File: src/logic/cfg_defines.svh
// Shared constants for the configuration access channel: token codes,
// destination patterns, register numbers, reset values and write masks.
// Assumes inclusion by bare name from the device, requester and checker files.
`ifndef CFG_DEFINES_SVH
`define CFG_DEFINES_SVH

// Control token codes carried on the link.
`define CFG_TOK_WRITE 8'hC0
`define CFG_TOK_READ 8'hC1
`define CFG_TOK_END 8'h01
`define CFG_TOK_ACK 8'h03
`define CFG_TOK_NAK 8'h04

// Low half of the channel-end destination selecting a register space.
`define CFG_DEST_TILE 16'hC20C
`define CFG_DEST_NODE 16'hC30C

// Reply identifier low byte that suppresses the write reply.
`define CFG_NO_REPLY 8'hFF

// Registers held per configuration space.
`define CFG_NUM_REGS 16'h0008

// Processor status resource identifier: number shifted, tag in low byte.
`define CFG_PS_SHIFT 8
`define CFG_PS_TAG 8'h0B

// Processor status register numbers.
`define CFG_PS_RAM_BASE 8'h00
`define CFG_PS_VEC_BASE 8'h01
`define CFG_PS_TILE_CTRL 8'h02
`define CFG_PS_BOOT_STAT 8'h03
`define CFG_PS_DBG_BASE 8'h20
`define CFG_PS_DBG_COUNT 8'h08

// Reset values and writable-bit masks of the processor status registers.
`define CFG_RST_RAM_BASE 32'h0008_0000
`define CFG_RST_VEC_BASE 32'h0000_0000
`define CFG_RST_TILE_CTRL 32'h0000_1800
`define CFG_MSK_RAM_BASE 32'hFFFF_FFFC
`define CFG_MSK_VEC_BASE 32'hFFF8_0000
`define CFG_MSK_TILE_CTRL 32'h0000_1F11

`endif

File: src/logic/cfg_pkg.sv
// Types shared by both ends of the configuration access channel.
// Assumes cfg_defines.svh supplies the numeric constants.
package cfg_pkg;

  // Device end message handler states.
  typedef enum logic [3:0] {
    DS_HDR = 4'h0,
    DS_RID = 4'h1,
    DS_REG = 4'h2,
    DS_DAT = 4'h3,
    DS_END = 4'h4,
    DS_DRAIN = 4'h5,
    DS_EXEC = 4'h6,
    DS_RSP_HDR = 4'h7,
    DS_RSP_DAT = 4'h8,
    DS_RSP_END = 4'h9
  } dev_state_t;

  // Requester end states.
  typedef enum logic [2:0] {
    RS_IDLE = 3'h0,
    RS_SEND = 3'h1,
    RS_WAIT_HDR = 3'h2,
    RS_WAIT_DAT = 3'h3,
    RS_WAIT_END = 3'h4
  } req_state_t;

endpackage : cfg_pkg

File: src/logic/cfg_link_if.sv
// Token link between a requesting channel-end and the configuration end.
// Assumes both ends share one clock; each symbol is a control flag plus a
// byte, moved when valid and ready are both high on a clock edge.
interface cfg_link_if;
  logic req_valid;
  logic req_ctrl;
  logic [7:0] req_data;
  logic [31:0] req_dest;
  logic req_ready;
  logic rsp_valid;
  logic rsp_ctrl;
  logic [7:0] rsp_data;
  logic [23:0] rsp_dest;
  logic rsp_ready;

  modport device (
    input req_valid, req_ctrl, req_data, req_dest, rsp_ready,
    output req_ready, rsp_valid, rsp_ctrl, rsp_data, rsp_dest
  );

  modport requester (
    output req_valid, req_ctrl, req_data, req_dest, rsp_ready,
    input req_ready, rsp_valid, rsp_ctrl, rsp_data, rsp_dest
  );
endinterface : cfg_link_if

File: src/logic/cfg_device.sv
// Configuration end: decodes read and write messages for the tile and
// node register spaces and serves the local processor status port.
// Assumes one clock mclk and a requester that keeps the token framing.
`include "cfg_defines.svh"

// Operation
// Write: 192, reply id, register, data, 1
// Read: 193, reply id, register, 1
// Write reply: 3,1 success or 4,1 failure
// Read reply: 3, data word, 1, else 4,1
// Reply id low byte all ones: no reply (code suppresses only write replies; reads are still answered)
// Multi-byte fields travel most significant byte first
// Requester puts own channel-end upper bits in id
// Destination low half selects tile or node
// Status resource is number shifted eight, OR 0x0B
// Status registers reached by local word access
// Three separately numbered register spaces exist
// Debug registers act only in debug mode
// Unknown register or malformed message fails
// Finish request and reply before next one
module cfg_device (
  input wire logic mclk,
  input wire logic rst_b,
  cfg_link_if.device link,
  input wire logic debug_mode,
  input wire logic [31:0] boot_status,
  input wire logic ps_valid,
  input wire logic ps_write,
  input wire logic [15:0] ps_resource,
  input wire logic [31:0] ps_wdata,
  output logic ps_done,
  output logic ps_ok,
  output logic [31:0] ps_rdata,
  output logic [31:0] tile_ctrl
);

  cfg_pkg::dev_state_t state;
  cfg_pkg::dev_state_t next_state;
  logic [1:0] cnt;
  logic [1:0] next_cnt;
  logic is_wr;
  logic next_is_wr;
  logic is_node;
  logic next_is_node;
  logic fail;
  logic next_fail;
  logic [23:0] rid;
  logic [23:0] next_rid;
  logic [15:0] regn;
  logic [15:0] next_regn;
  logic [31:0] wdata;
  logic [31:0] next_wdata;
  logic [31:0] rdata;
  logic [31:0] next_rdata;
  logic out_ctrl;
  logic next_out_ctrl;
  logic [7:0] out_data;
  logic [7:0] next_out_data;
  logic [31:0] tile_regs [0:7];
  logic [31:0] next_tile_regs [0:7];
  logic [31:0] node_regs [0:7];
  logic [31:0] next_node_regs [0:7];
  logic tok_end;
  logic reg_ok;

  // Only one message is in flight: intake stops while it runs and replies.
  assign link.req_ready = (state == cfg_pkg::DS_HDR) ||
    (state == cfg_pkg::DS_RID) || (state == cfg_pkg::DS_REG) ||
    (state == cfg_pkg::DS_DAT) || (state == cfg_pkg::DS_END) ||
    (state == cfg_pkg::DS_DRAIN);
  assign link.rsp_valid = (state == cfg_pkg::DS_RSP_HDR) ||
    (state == cfg_pkg::DS_RSP_DAT) || (state == cfg_pkg::DS_RSP_END);
  assign link.rsp_ctrl = out_ctrl;
  assign link.rsp_data = out_data;
  assign link.rsp_dest = rid;
  assign tok_end = link.req_valid && link.req_ctrl &&
    (link.req_data == `CFG_TOK_END);
  assign reg_ok = !fail && (regn < `CFG_NUM_REGS);

  // Message intake, register access and reply sequencing.
  always_comb
  begin
    next_state = state;
    next_cnt = cnt;
    next_is_wr = is_wr;
    next_is_node = is_node;
    next_fail = fail;
    next_rid = rid;
    next_regn = regn;
    next_wdata = wdata;
    next_rdata = rdata;
    next_out_ctrl = out_ctrl;
    next_out_data = out_data;
    next_tile_regs = tile_regs;
    next_node_regs = node_regs;
    unique case (state)
      cfg_pkg::DS_HDR:
      begin
        // Without a reply id a stray symbol cannot be answered; drop it.
        if (link.req_valid && link.req_ctrl &&
            ((link.req_data == `CFG_TOK_WRITE) ||
             (link.req_data == `CFG_TOK_READ)))
        begin
          next_is_wr = (link.req_data == `CFG_TOK_WRITE);
          next_cnt = 2'h0;
          next_state = cfg_pkg::DS_RID;
          next_is_node = (link.req_dest[15:0] == `CFG_DEST_NODE);
          next_fail = (link.req_dest[15:0] != `CFG_DEST_NODE) &&
            (link.req_dest[15:0] != `CFG_DEST_TILE);
        end
      end
      cfg_pkg::DS_RID, cfg_pkg::DS_REG, cfg_pkg::DS_DAT:
      begin
        if (link.req_valid && link.req_ctrl)
        begin
          // A control token inside a field is a framing fault.
          next_fail = 1'b1;
          next_state = tok_end ? cfg_pkg::DS_EXEC : cfg_pkg::DS_DRAIN;
        end
        else if (link.req_valid)
        begin
          next_cnt = cnt + 2'h1;
          if (state == cfg_pkg::DS_RID)
          begin
            next_rid = {rid[15:0], link.req_data};
            if (cnt == 2'h2)
            begin
              next_cnt = 2'h0;
              next_state = cfg_pkg::DS_REG;
            end
          end
          else if (state == cfg_pkg::DS_REG)
          begin
            next_regn = {regn[7:0], link.req_data};
            if (cnt == 2'h1)
            begin
              next_cnt = 2'h0;
              next_state = is_wr ? cfg_pkg::DS_DAT : cfg_pkg::DS_END;
            end
          end
          else
          begin
            next_wdata = {wdata[23:0], link.req_data};
            if (cnt == 2'h3)
              next_state = cfg_pkg::DS_END;
          end
        end
      end
      cfg_pkg::DS_END:
      begin
        if (tok_end)
          next_state = cfg_pkg::DS_EXEC;
        else if (link.req_valid)
        begin
          next_fail = 1'b1;
          next_state = cfg_pkg::DS_DRAIN;
        end
      end
      cfg_pkg::DS_DRAIN:
      begin
        if (tok_end)
          next_state = cfg_pkg::DS_EXEC;
      end
      cfg_pkg::DS_EXEC:
      begin
        next_fail = !reg_ok;
        next_rdata = 32'h0000_0000;
        if (reg_ok && is_wr && is_node)
          next_node_regs[regn[2:0]] = wdata;
        else if (reg_ok && is_wr)
          next_tile_regs[regn[2:0]] = wdata;
        else if (reg_ok)
          next_rdata = is_node ? node_regs[regn[2:0]] :
            tile_regs[regn[2:0]];
        next_out_ctrl = 1'b1;
        next_out_data = reg_ok ? `CFG_TOK_ACK : `CFG_TOK_NAK;
        next_cnt = 2'h0;
        if (is_wr && (rid[7:0] == `CFG_NO_REPLY))
          next_state = cfg_pkg::DS_HDR;
        else
          next_state = cfg_pkg::DS_RSP_HDR;
      end
      cfg_pkg::DS_RSP_HDR:
      begin
        if (link.rsp_ready && !fail && !is_wr)
        begin
          next_out_ctrl = 1'b0;
          next_out_data = rdata[31:24];
          next_rdata = {rdata[23:0], 8'h00};
          next_state = cfg_pkg::DS_RSP_DAT;
        end
        else if (link.rsp_ready)
        begin
          next_out_data = `CFG_TOK_END;
          next_state = cfg_pkg::DS_RSP_END;
        end
      end
      cfg_pkg::DS_RSP_DAT:
      begin
        if (link.rsp_ready)
        begin
          next_cnt = cnt + 2'h1;
          next_out_data = rdata[31:24];
          next_rdata = {rdata[23:0], 8'h00};
          if (cnt == 2'h3)
          begin
            next_out_ctrl = 1'b1;
            next_out_data = `CFG_TOK_END;
            next_state = cfg_pkg::DS_RSP_END;
          end
        end
      end
      cfg_pkg::DS_RSP_END:
      begin
        if (link.rsp_ready)
          next_state = cfg_pkg::DS_HDR;
      end
      default:
        next_state = cfg_pkg::DS_HDR;
    endcase
  end

  // Message handler registers.
  always_ff @(posedge mclk)
  begin
    if (!rst_b)
    begin
      state <= cfg_pkg::DS_HDR;
      cnt <= 2'h0;
      is_wr <= 1'b0;
      is_node <= 1'b0;
      fail <= 1'b0;
      rid <= 24'h00_0000;
      regn <= 16'h0000;
      wdata <= 32'h0000_0000;
      rdata <= 32'h0000_0000;
      out_ctrl <= 1'b0;
      out_data <= 8'h00;
      for (int i = 0; i < 8; i++)
      begin
        tile_regs[i] <= 32'h0000_0000;
        node_regs[i] <= 32'h0000_0000;
      end
    end
    else
    begin
      state <= next_state;
      cnt <= next_cnt;
      is_wr <= next_is_wr;
      is_node <= next_is_node;
      fail <= next_fail;
      rid <= next_rid;
      regn <= next_regn;
      wdata <= next_wdata;
      rdata <= next_rdata;
      out_ctrl <= next_out_ctrl;
      out_data <= next_out_data;
      tile_regs <= next_tile_regs;
      node_regs <= next_node_regs;
    end
  end

  // Local processor status access; never reached over the link.
  logic [31:0] ps_regs [0:2];
  logic [31:0] next_ps_regs [0:2];
  logic [31:0] dbg_regs [0:7];
  logic [31:0] next_dbg_regs [0:7];
  logic next_ps_done;
  logic next_ps_ok;
  logic [31:0] next_ps_rdata;
  logic [7:0] ps_num;
  logic [7:0] dbg_idx;
  logic ps_tag_ok;
  logic ps_is_dbg;
  logic [31:0] ps_mask;

  assign ps_num = ps_resource[15:`CFG_PS_SHIFT];
  assign ps_tag_ok = (ps_resource[7:0] == `CFG_PS_TAG);
  assign dbg_idx = ps_num - `CFG_PS_DBG_BASE;
  assign ps_is_dbg = (ps_num >= `CFG_PS_DBG_BASE) &&
    (dbg_idx < `CFG_PS_DBG_COUNT);
  assign ps_mask = (ps_num == `CFG_PS_RAM_BASE) ? `CFG_MSK_RAM_BASE :
    (ps_num == `CFG_PS_VEC_BASE) ? `CFG_MSK_VEC_BASE : `CFG_MSK_TILE_CTRL;
  assign tile_ctrl = ps_regs[2];

  // Read-only bits keep their value through a masked merge on write.
  always_comb
  begin
    next_ps_regs = ps_regs;
    next_dbg_regs = dbg_regs;
    next_ps_done = ps_valid;
    next_ps_ok = 1'b0;
    next_ps_rdata = 32'h0000_0000;
    if (ps_valid && ps_tag_ok && (ps_num <= `CFG_PS_TILE_CTRL))
    begin
      next_ps_ok = 1'b1;
      next_ps_rdata = ps_regs[ps_num[1:0]];
      if (ps_write)
        next_ps_regs[ps_num[1:0]] = (ps_regs[ps_num[1:0]] & ~ps_mask) |
          (ps_wdata & ps_mask);
    end
    else if (ps_valid && ps_tag_ok && (ps_num == `CFG_PS_BOOT_STAT))
    begin
      next_ps_ok = 1'b1;
      next_ps_rdata = boot_status;
    end
    else if (ps_valid && ps_tag_ok && ps_is_dbg && debug_mode)
    begin
      next_ps_ok = 1'b1;
      next_ps_rdata = dbg_regs[dbg_idx[2:0]];
      if (ps_write)
        next_dbg_regs[dbg_idx[2:0]] = ps_wdata;
    end
  end

  // Processor status registers and the access result.
  always_ff @(posedge mclk)
  begin
    if (!rst_b)
    begin
      ps_regs[0] <= `CFG_RST_RAM_BASE;
      ps_regs[1] <= `CFG_RST_VEC_BASE;
      ps_regs[2] <= `CFG_RST_TILE_CTRL;
      for (int i = 0; i < 8; i++)
        dbg_regs[i] <= 32'h0000_0000;
      ps_done <= 1'b0;
      ps_ok <= 1'b0;
      ps_rdata <= 32'h0000_0000;
    end
    else
    begin
      ps_regs <= next_ps_regs;
      dbg_regs <= next_dbg_regs;
      ps_done <= next_ps_done;
      ps_ok <= next_ps_ok;
      ps_rdata <= next_ps_rdata;
    end
  end

endmodule : cfg_device

File: src/flat_wrapper.sv
// flat-port wrapper written by rule: the top's interface ports become plain ports
module cfg_device_flat 
  (mclk, rst_b, debug_mode, boot_status, ps_valid, ps_write, ps_resource, ps_wdata, ps_done, ps_ok, ps_rdata, tile_ctrl, link_req_valid, link_req_ctrl, link_req_data, link_req_dest, link_rsp_ready, link_req_ready, link_rsp_valid, link_rsp_ctrl, link_rsp_data, link_rsp_dest);
  cfg_link_if link_i ();
  input wire logic mclk;
  input wire logic rst_b;
  input wire logic debug_mode;
  input wire logic [31:0] boot_status;
  input wire logic ps_valid;
  input wire logic ps_write;
  input wire logic [15:0] ps_resource;
  input wire logic [31:0] ps_wdata;
  output logic ps_done;
  output logic ps_ok;
  output logic [31:0] ps_rdata;
  output logic [31:0] tile_ctrl;
  input wire logic [$bits(link_i.req_valid)-1:0] link_req_valid;
  input wire logic [$bits(link_i.req_ctrl)-1:0] link_req_ctrl;
  input wire logic [$bits(link_i.req_data)-1:0] link_req_data;
  input wire logic [$bits(link_i.req_dest)-1:0] link_req_dest;
  input wire logic [$bits(link_i.rsp_ready)-1:0] link_rsp_ready;
  output wire logic [$bits(link_i.req_ready)-1:0] link_req_ready;
  output wire logic [$bits(link_i.rsp_valid)-1:0] link_rsp_valid;
  output wire logic [$bits(link_i.rsp_ctrl)-1:0] link_rsp_ctrl;
  output wire logic [$bits(link_i.rsp_data)-1:0] link_rsp_data;
  output wire logic [$bits(link_i.rsp_dest)-1:0] link_rsp_dest;
  assign link_i.req_valid = link_req_valid;
  assign link_i.req_ctrl = link_req_ctrl;
  assign link_i.req_data = link_req_data;
  assign link_i.req_dest = link_req_dest;
  assign link_i.rsp_ready = link_rsp_ready;
  assign link_req_ready = link_i.req_ready;
  assign link_rsp_valid = link_i.rsp_valid;
  assign link_rsp_ctrl = link_i.rsp_ctrl;
  assign link_rsp_data = link_i.rsp_data;
  assign link_rsp_dest = link_i.rsp_dest;
  cfg_device u_core (.mclk(mclk), .rst_b(rst_b), .link(link_i), .debug_mode(debug_mode), .boot_status(boot_status), .ps_valid(ps_valid), .ps_write(ps_write), .ps_resource(ps_resource), .ps_wdata(ps_wdata), .ps_done(ps_done), .ps_ok(ps_ok), .ps_rdata(ps_rdata), .tile_ctrl(tile_ctrl));
endmodule
File: config.mk
export PLATFORM = sky130hd
export DESIGN_NAME = cfg_device_flat
export DESIGN_NICKNAME = d
export VERILOG_FILES = /design/src/logic/cfg_pkg.sv /design/src/logic/cfg_link_if.sv /design/src/logic/cfg_device.sv /design/src/flat_wrapper.sv
export VERILOG_INCLUDE_DIRS = /design/src /design/src/logic
export SDC_FILE = /design/constraint.sdc
export NUM_CORES = 2
export LEC_CHECK = 0
export ABC_AREA = 1
export ABC_CLOCK_PERIOD_IN_PS = 1700
export BUFFER_PORTS_ARGS = -buffer_cell sky130_fd_sc_hd__buf_2
export CAP_MARGIN = 20
export CELL_PAD_IN_SITES_DETAIL_PLACEMENT = 0
export CELL_PAD_IN_SITES_GLOBAL_PLACEMENT = 1
export CORE_MARGIN = 5
export CORE_UTILIZATION = 39
export DETAILED_ROUTE_END_ITERATION = 10
export PLACE_DENSITY = 0.78
export SLEW_MARGIN = 20
export SYNTH_ARGS = -nofsm -noshare
export SYNTH_HDL_FRONTEND = slang
export SYNTH_SLANG_ARGS = --single-unit
File: constraint.sdc
create_clock -name mclk -period 1.7 [get_ports mclk]
set_input_delay 0.085 -clock mclk [delete_from_list [all_inputs] [get_ports mclk]]
set_output_delay 0.085 -clock mclk [all_outputs]
set_load 0.005 [all_outputs]
==> results <==
- The number of global-route vias before repair is 43.5k.
- The internal power of the cells totals 40900 uW.
- The routed via count is 47.6k.
- The sequential-to-total area share from yosys stat is 41.9%.
- The number of CTS-inserted buffers is 115.
- The placer's final routability congestion estimate is 0.876.
- The peak supply drop is 0.808 mV.
- The initial utilization of the core area, before any placement, comes to 39.3%.
- The combinational group share of total power is 4.2%.
- The most used cell along the critical path is sky130_fd_sc_hd__buf_12.
- The buffer depth of the longest clock path is 3.
- The upper clock frequency limit is 520 MHz.
- The clock latency of the later-clocked register in the worst-skew pair is 0.74 ns.
- For the worst flop-to-flop path, the logic depth is 12.
- Measured against its own limit, the worst slew margin works out to 55.1%.
- The slew at the pin closest to its max-slew limit is 0.673 ns.
- The timing startpoint of the critical path is u_core.state[0]$_SDFFE_PN0P_.
- Once detail routing completed, the nets flagged for antenna violations numbered 0.
- The post-synthesis instance total is 7833.
- Adding up every negative setup slack in the final design gives -44.31 ns.
- Once placement completed, the tool counted placed cells totaling 9522.
- The remaining global-route overflow is 0.
- The clock net in this run drives a total of 1020 sinks.
- Clock skew on the completed layout was measured at 0.0404 ns.
- Dividing the detail-routed wire length by the instance count gives 16.3 um.
- The width of the chip is 364 um.
- The sort of element at the end of the critical path is a flop.
- After floorplanning, the core was divided into 129 placement rows.
- The part of the power in registers is 45.2%.
- Wires add up to 161000 um.
- The kind of critical path is reg2reg.
- The final standard cell count with taps included and fillers excluded is 9880.
- The total area inside the core boundary comes to 124000 sq um.
- Setup slack on the worst reg-to-reg path comes out at -0.22 ns.
- The remaining design rule violation count is 0.
- For this run, asynchronously set or reset flops after synthesis account for 0%.
- By count the netlist is led by 2558 x sky130_fd_sc_hd__nand2_1, 1625 x sky130_fd_sc_hd__nor2_1, 1020 x sky130_fd_sc_hd__dfxtp_1, 914 x sky130_fd_sc_hd__inv_1, 366 x sky130_fd_sc_hd__o21ai_0.
- The die covers 132000 sq um.
- Along the worst path, the maximum fanout reaches 40.
- Sorting the synthesized cells by area gives the leading types as sky130_fd_sc_hd__dfxtp_1 42%, sky130_fd_sc_hd__nand2_1 20%, sky130_fd_sc_hd__nor2_1 13%, sky130_fd_sc_hd__inv_1 7.0%, sky130_fd_sc_hd__o21ai_0 3.8%.
- The proportion of power drawn by the clock network is 50.6%.
- The detailed router finished its first iteration with 3758 violations.
- After synthesis, the netlist uses 35 different library cells.
- By instance count, the leading cell after synthesis is sky130_fd_sc_hd__nand2_1.
- The first global-routing pass estimated 247000 um of wire.
- The final number of hold-violating endpoints was 0.
- The final max-slew violation count is 0.
- The time the worst path needs with I/O delays and setup is 1.92 ns.
- The pin count of the biggest net entering global routing is 95.
- Among all flip-flop cells after synthesis, the most frequent one is sky130_fd_sc_hd__dfxtp_1.
- The number of nets in the layout is 8276.
- The critical path goes through inv_6 -> nand2_4 -> nor2_4 -> nand3_4 -> nor2_8 -> buf_12 -> buf_12 -> nand3_4 -> buf_12 -> nand2_1 -> nand2_1 -> nor2_1.
- The critical path ends at u_core.node_regs[78]$_SDFFE_PN0P_.
- 229 I/O pins were placed.
- After synthesis the netlist holds a flip-flop and latch count of 1020.
- The checks that failed: setup timing.
- For this design the static power due to leakage is 0.0313 uW.
- The critical path launch point type is a flop.
- The per-instance average area after synthesis is 6.22 sq um.
- The number of warnings printed during yosys synthesis is 0.
- After layout, the worst path uses 113% of the clock period.
- The capture instance of the worst register-to-register path is u_core.node_regs[78]$_SDFFE_PN0P_.
- The iteration count of the initial detailed-routing pass is 5.
- The worst register-to-register path begins at u_core.state[0]$_SDFFE_PN0P_.
- The depth of the CTS H-tree is 3.
- The class of the tightest hold or removal check is in2reg.
- The data arrival time at the worst-slack endpoint is 2.56 ns.
- The area added between synthesis and finish is 24.3%.
- The fraction of power spent switching nets is 22.7%.
- Across the run, the number of max-cap violations was 0.
- TritonCTS built the clock tree.
- The flow ran to the end, but the final reports show violations.
- The initial antenna violation count is 7.
- The number of port buffers is 212.
- Dividing total power by cell area gives a power density of 874 nW/um^2.
- Setup repair after global routing could not meet its margin everywhere.
- Counting every net in the synthesized netlist gives 7966.
- The HPWL after detailed placement is 102000 um.
- The area of the mapped netlist is 48700 sq um.
- The library cell contributing the largest single delay on the critical path is sky130_fd_sc_hd__dfxtp_4.
- The dominant cell type by area after synthesis is sky130_fd_sc_hd__dfxtp_1.
- The clock-pin slew reported for the worst setup and hold paths after clock tree synthesis is 0.06 ns.
- The floorplan die height is 364 um.
- Global routing consumed, over all layers together, 23.4% of the routing resources.
- The fraction of synthesized cell area taken by the top area cell type is 41.9%.
- The slack of the critical path is -0.224 ns.
- The analysis attributes to net switching a power of 12000 uW.
- The endpoint required time on the critical path is 2.34 ns.
- The number of synthesized flops with an enable pin is 0.
- Setup violations remaining at the end of the flow were counted as 500.
- The average vias per placed instance is 4.81.
- Clock tree synthesis selected as its root buffer the cell sky130_fd_sc_hd__clkbuf_16.
- The peak per-stage delay on the critical path is 0.37 ns.
- The post-route netlist has 13.1% of its cells at a drive strength greater than 1.
## sequential cells by signal (all words and copies together) (netlist names)
name                  cells
u_core.dbg_regs         256
u_core.node_regs        256
u_core.tile_regs        256
u_core.ps_regs           64
u_core.ps_rdata          32
u_core.rdata             32
u_core.tile_ctrl         32
u_core.wdata             32
u_core.link.rsp_dest     24
u_core.regn              16
u_core.link.rsp_data      8
u_core.state              4
u_core.cnt                2
u_core.fail               1
u_core.is_node            1
u_core.is_wr              1
u_core.link.rsp_ctrl      1
u_core.ps_done            1
u_core.ps_ok              1
## repair_timing
| action | 4_1_cts | 5_1_grt |
|---|---|---|
| endpoints found under the hold margin | 616 | 0 |
| setup endpoints to repair | 612 | 632 |
| gates resized for setup | 101 | 204 |
| cloned | 6 | 14 |
| buffers inserted | 21 | 14 |
| hold buffers | 89 | 0 |
| pin swaps | 13 | 31 |
## kinds of logic (layout without fill, tap and decap cells)
| kind of cell | count (synthesis) | count (layout) | share of synthesized area (%) |
|---|---|---|---|
| other | 0 | 3 | 0 |
| buffers and inverters | 1504 | 1911 | 12.6 |
| adders and majority gates | 5 | 5 | 0.128 |
| AOI/OAI and AO/OA | 901 | 901 | 10.3 |
| and+or+nand+nor | 4403 | 4403 | 35.1 |
| DFF | 1020 | 1020 | 41.9 |
## how the worst min path moves through the flow
stage,from,to,slack [ns],depth (start not counted)
2_1_floorplan,ps_valid,u_core.ps_done$_SDFF_PN0_,0.18,2
3_3_place_gp,ps_valid,u_core.ps_done$_SDFF_PN0_,0.27,3
3_5_place_dp,ps_valid,u_core.ps_done$_SDFF_PN0_,0.29,3
4_1_cts,ps_resource[14],u_core.ps_rdata[31]$_SDFF_PN0_,0.05,8
5_1_grt,ps_resource[12],u_core.ps_rdata[31]$_SDFF_PN0_,0.11,8
6_report,ps_resource[8],u_core.dbg_regs[210]$_SDFFE_PN0P_,0.11,6
## layout by cell type (no fill, tap or decap), types with 29 or more instances in the layout
cell,count
sky130_fd_sc_hd__a21oi_1,237
sky130_fd_sc_hd__buf_12,129
sky130_fd_sc_hd__buf_2,211
sky130_fd_sc_hd__buf_4,296
sky130_fd_sc_hd__clkbuf_16,131
sky130_fd_sc_hd__clkinv_2,29
sky130_fd_sc_hd__dfxtp_1,1011
sky130_fd_sc_hd__dlygate4sd3_1,89
sky130_fd_sc_hd__inv_1,905
sky130_fd_sc_hd__nand2_1,2516
sky130_fd_sc_hd__nand2_2,32
sky130_fd_sc_hd__nand3_1,152
sky130_fd_sc_hd__nor2_1,1582
sky130_fd_sc_hd__nor2_2,35
sky130_fd_sc_hd__o211ai_1,109
sky130_fd_sc_hd__o21ai_0,319
sky130_fd_sc_hd__o21ai_1,35
sky130_fd_sc_hd__o22ai_1,131
## worst max-delay path: cells and delay by family, from the launching register on
kind	cells	cell delay [ns]
and+or+nand+nor	8	0.87
buffers and inverters	4	0.53
DFF	1	0.37
## area by class of cell
cell class | count | area [sq um]
clock inverter | 52 | 713
sequential | 1020 | 20400
tap | 1637 | 2050
timing repair inverter | 1 | 7.51
antenna | 3 | 7.51
multi-input combinational | 5309 | 22900
clock buffer | 162 | 3370
fill | 12462 | 63400
inverter | 924 | 3500
timing repair buffer | 772 | 7610
## per-stage QoR
step / cell area (sq um) / total power (uW) / setup WS, ns / hold WS (ns) / util [%]
3_5_place_dp: 53800 / 26500 / -0.327 / 0.293 / 43.4
3_3_place_gp: 53800 / 26500 / -0.313 / 0.274 / 43.4
5_1_grt: 60600 / 54800 / -0.286 / 0.107 / 48.9
2_1_floorplan: 48800 / 25400 / -0.0115 / 0.178 / -
4_1_cts: 59600 / 53600 / -0.157 / 0.0473 / 48.1
6_report: 60600 / 53000 / -0.224 / 0.106 / 48.9
## layer usage
layer	track usage, %	share of wire, %	up-vias
met5	0	0.025	-
met4	7.58	2.9	6
met3	4.04	6.5	275
met2	36.7	44	1295
met1	32.7	47	21700
li1	-	-	24284
## power groups by stage
stage / Sequential, uW / Combinational (uW) / Clock (uW)
floorplan: 24500 / 985 / 0
global placement: 24500 / 2010 / 0
detailed placement: 24500 / 2020 / 0
CTS: 23900 / 2210 / 27400
global route: 23900 / 2410 / 28500
finish: 23900 / 2240 / 26800
(Power assumes the default switching activity.)
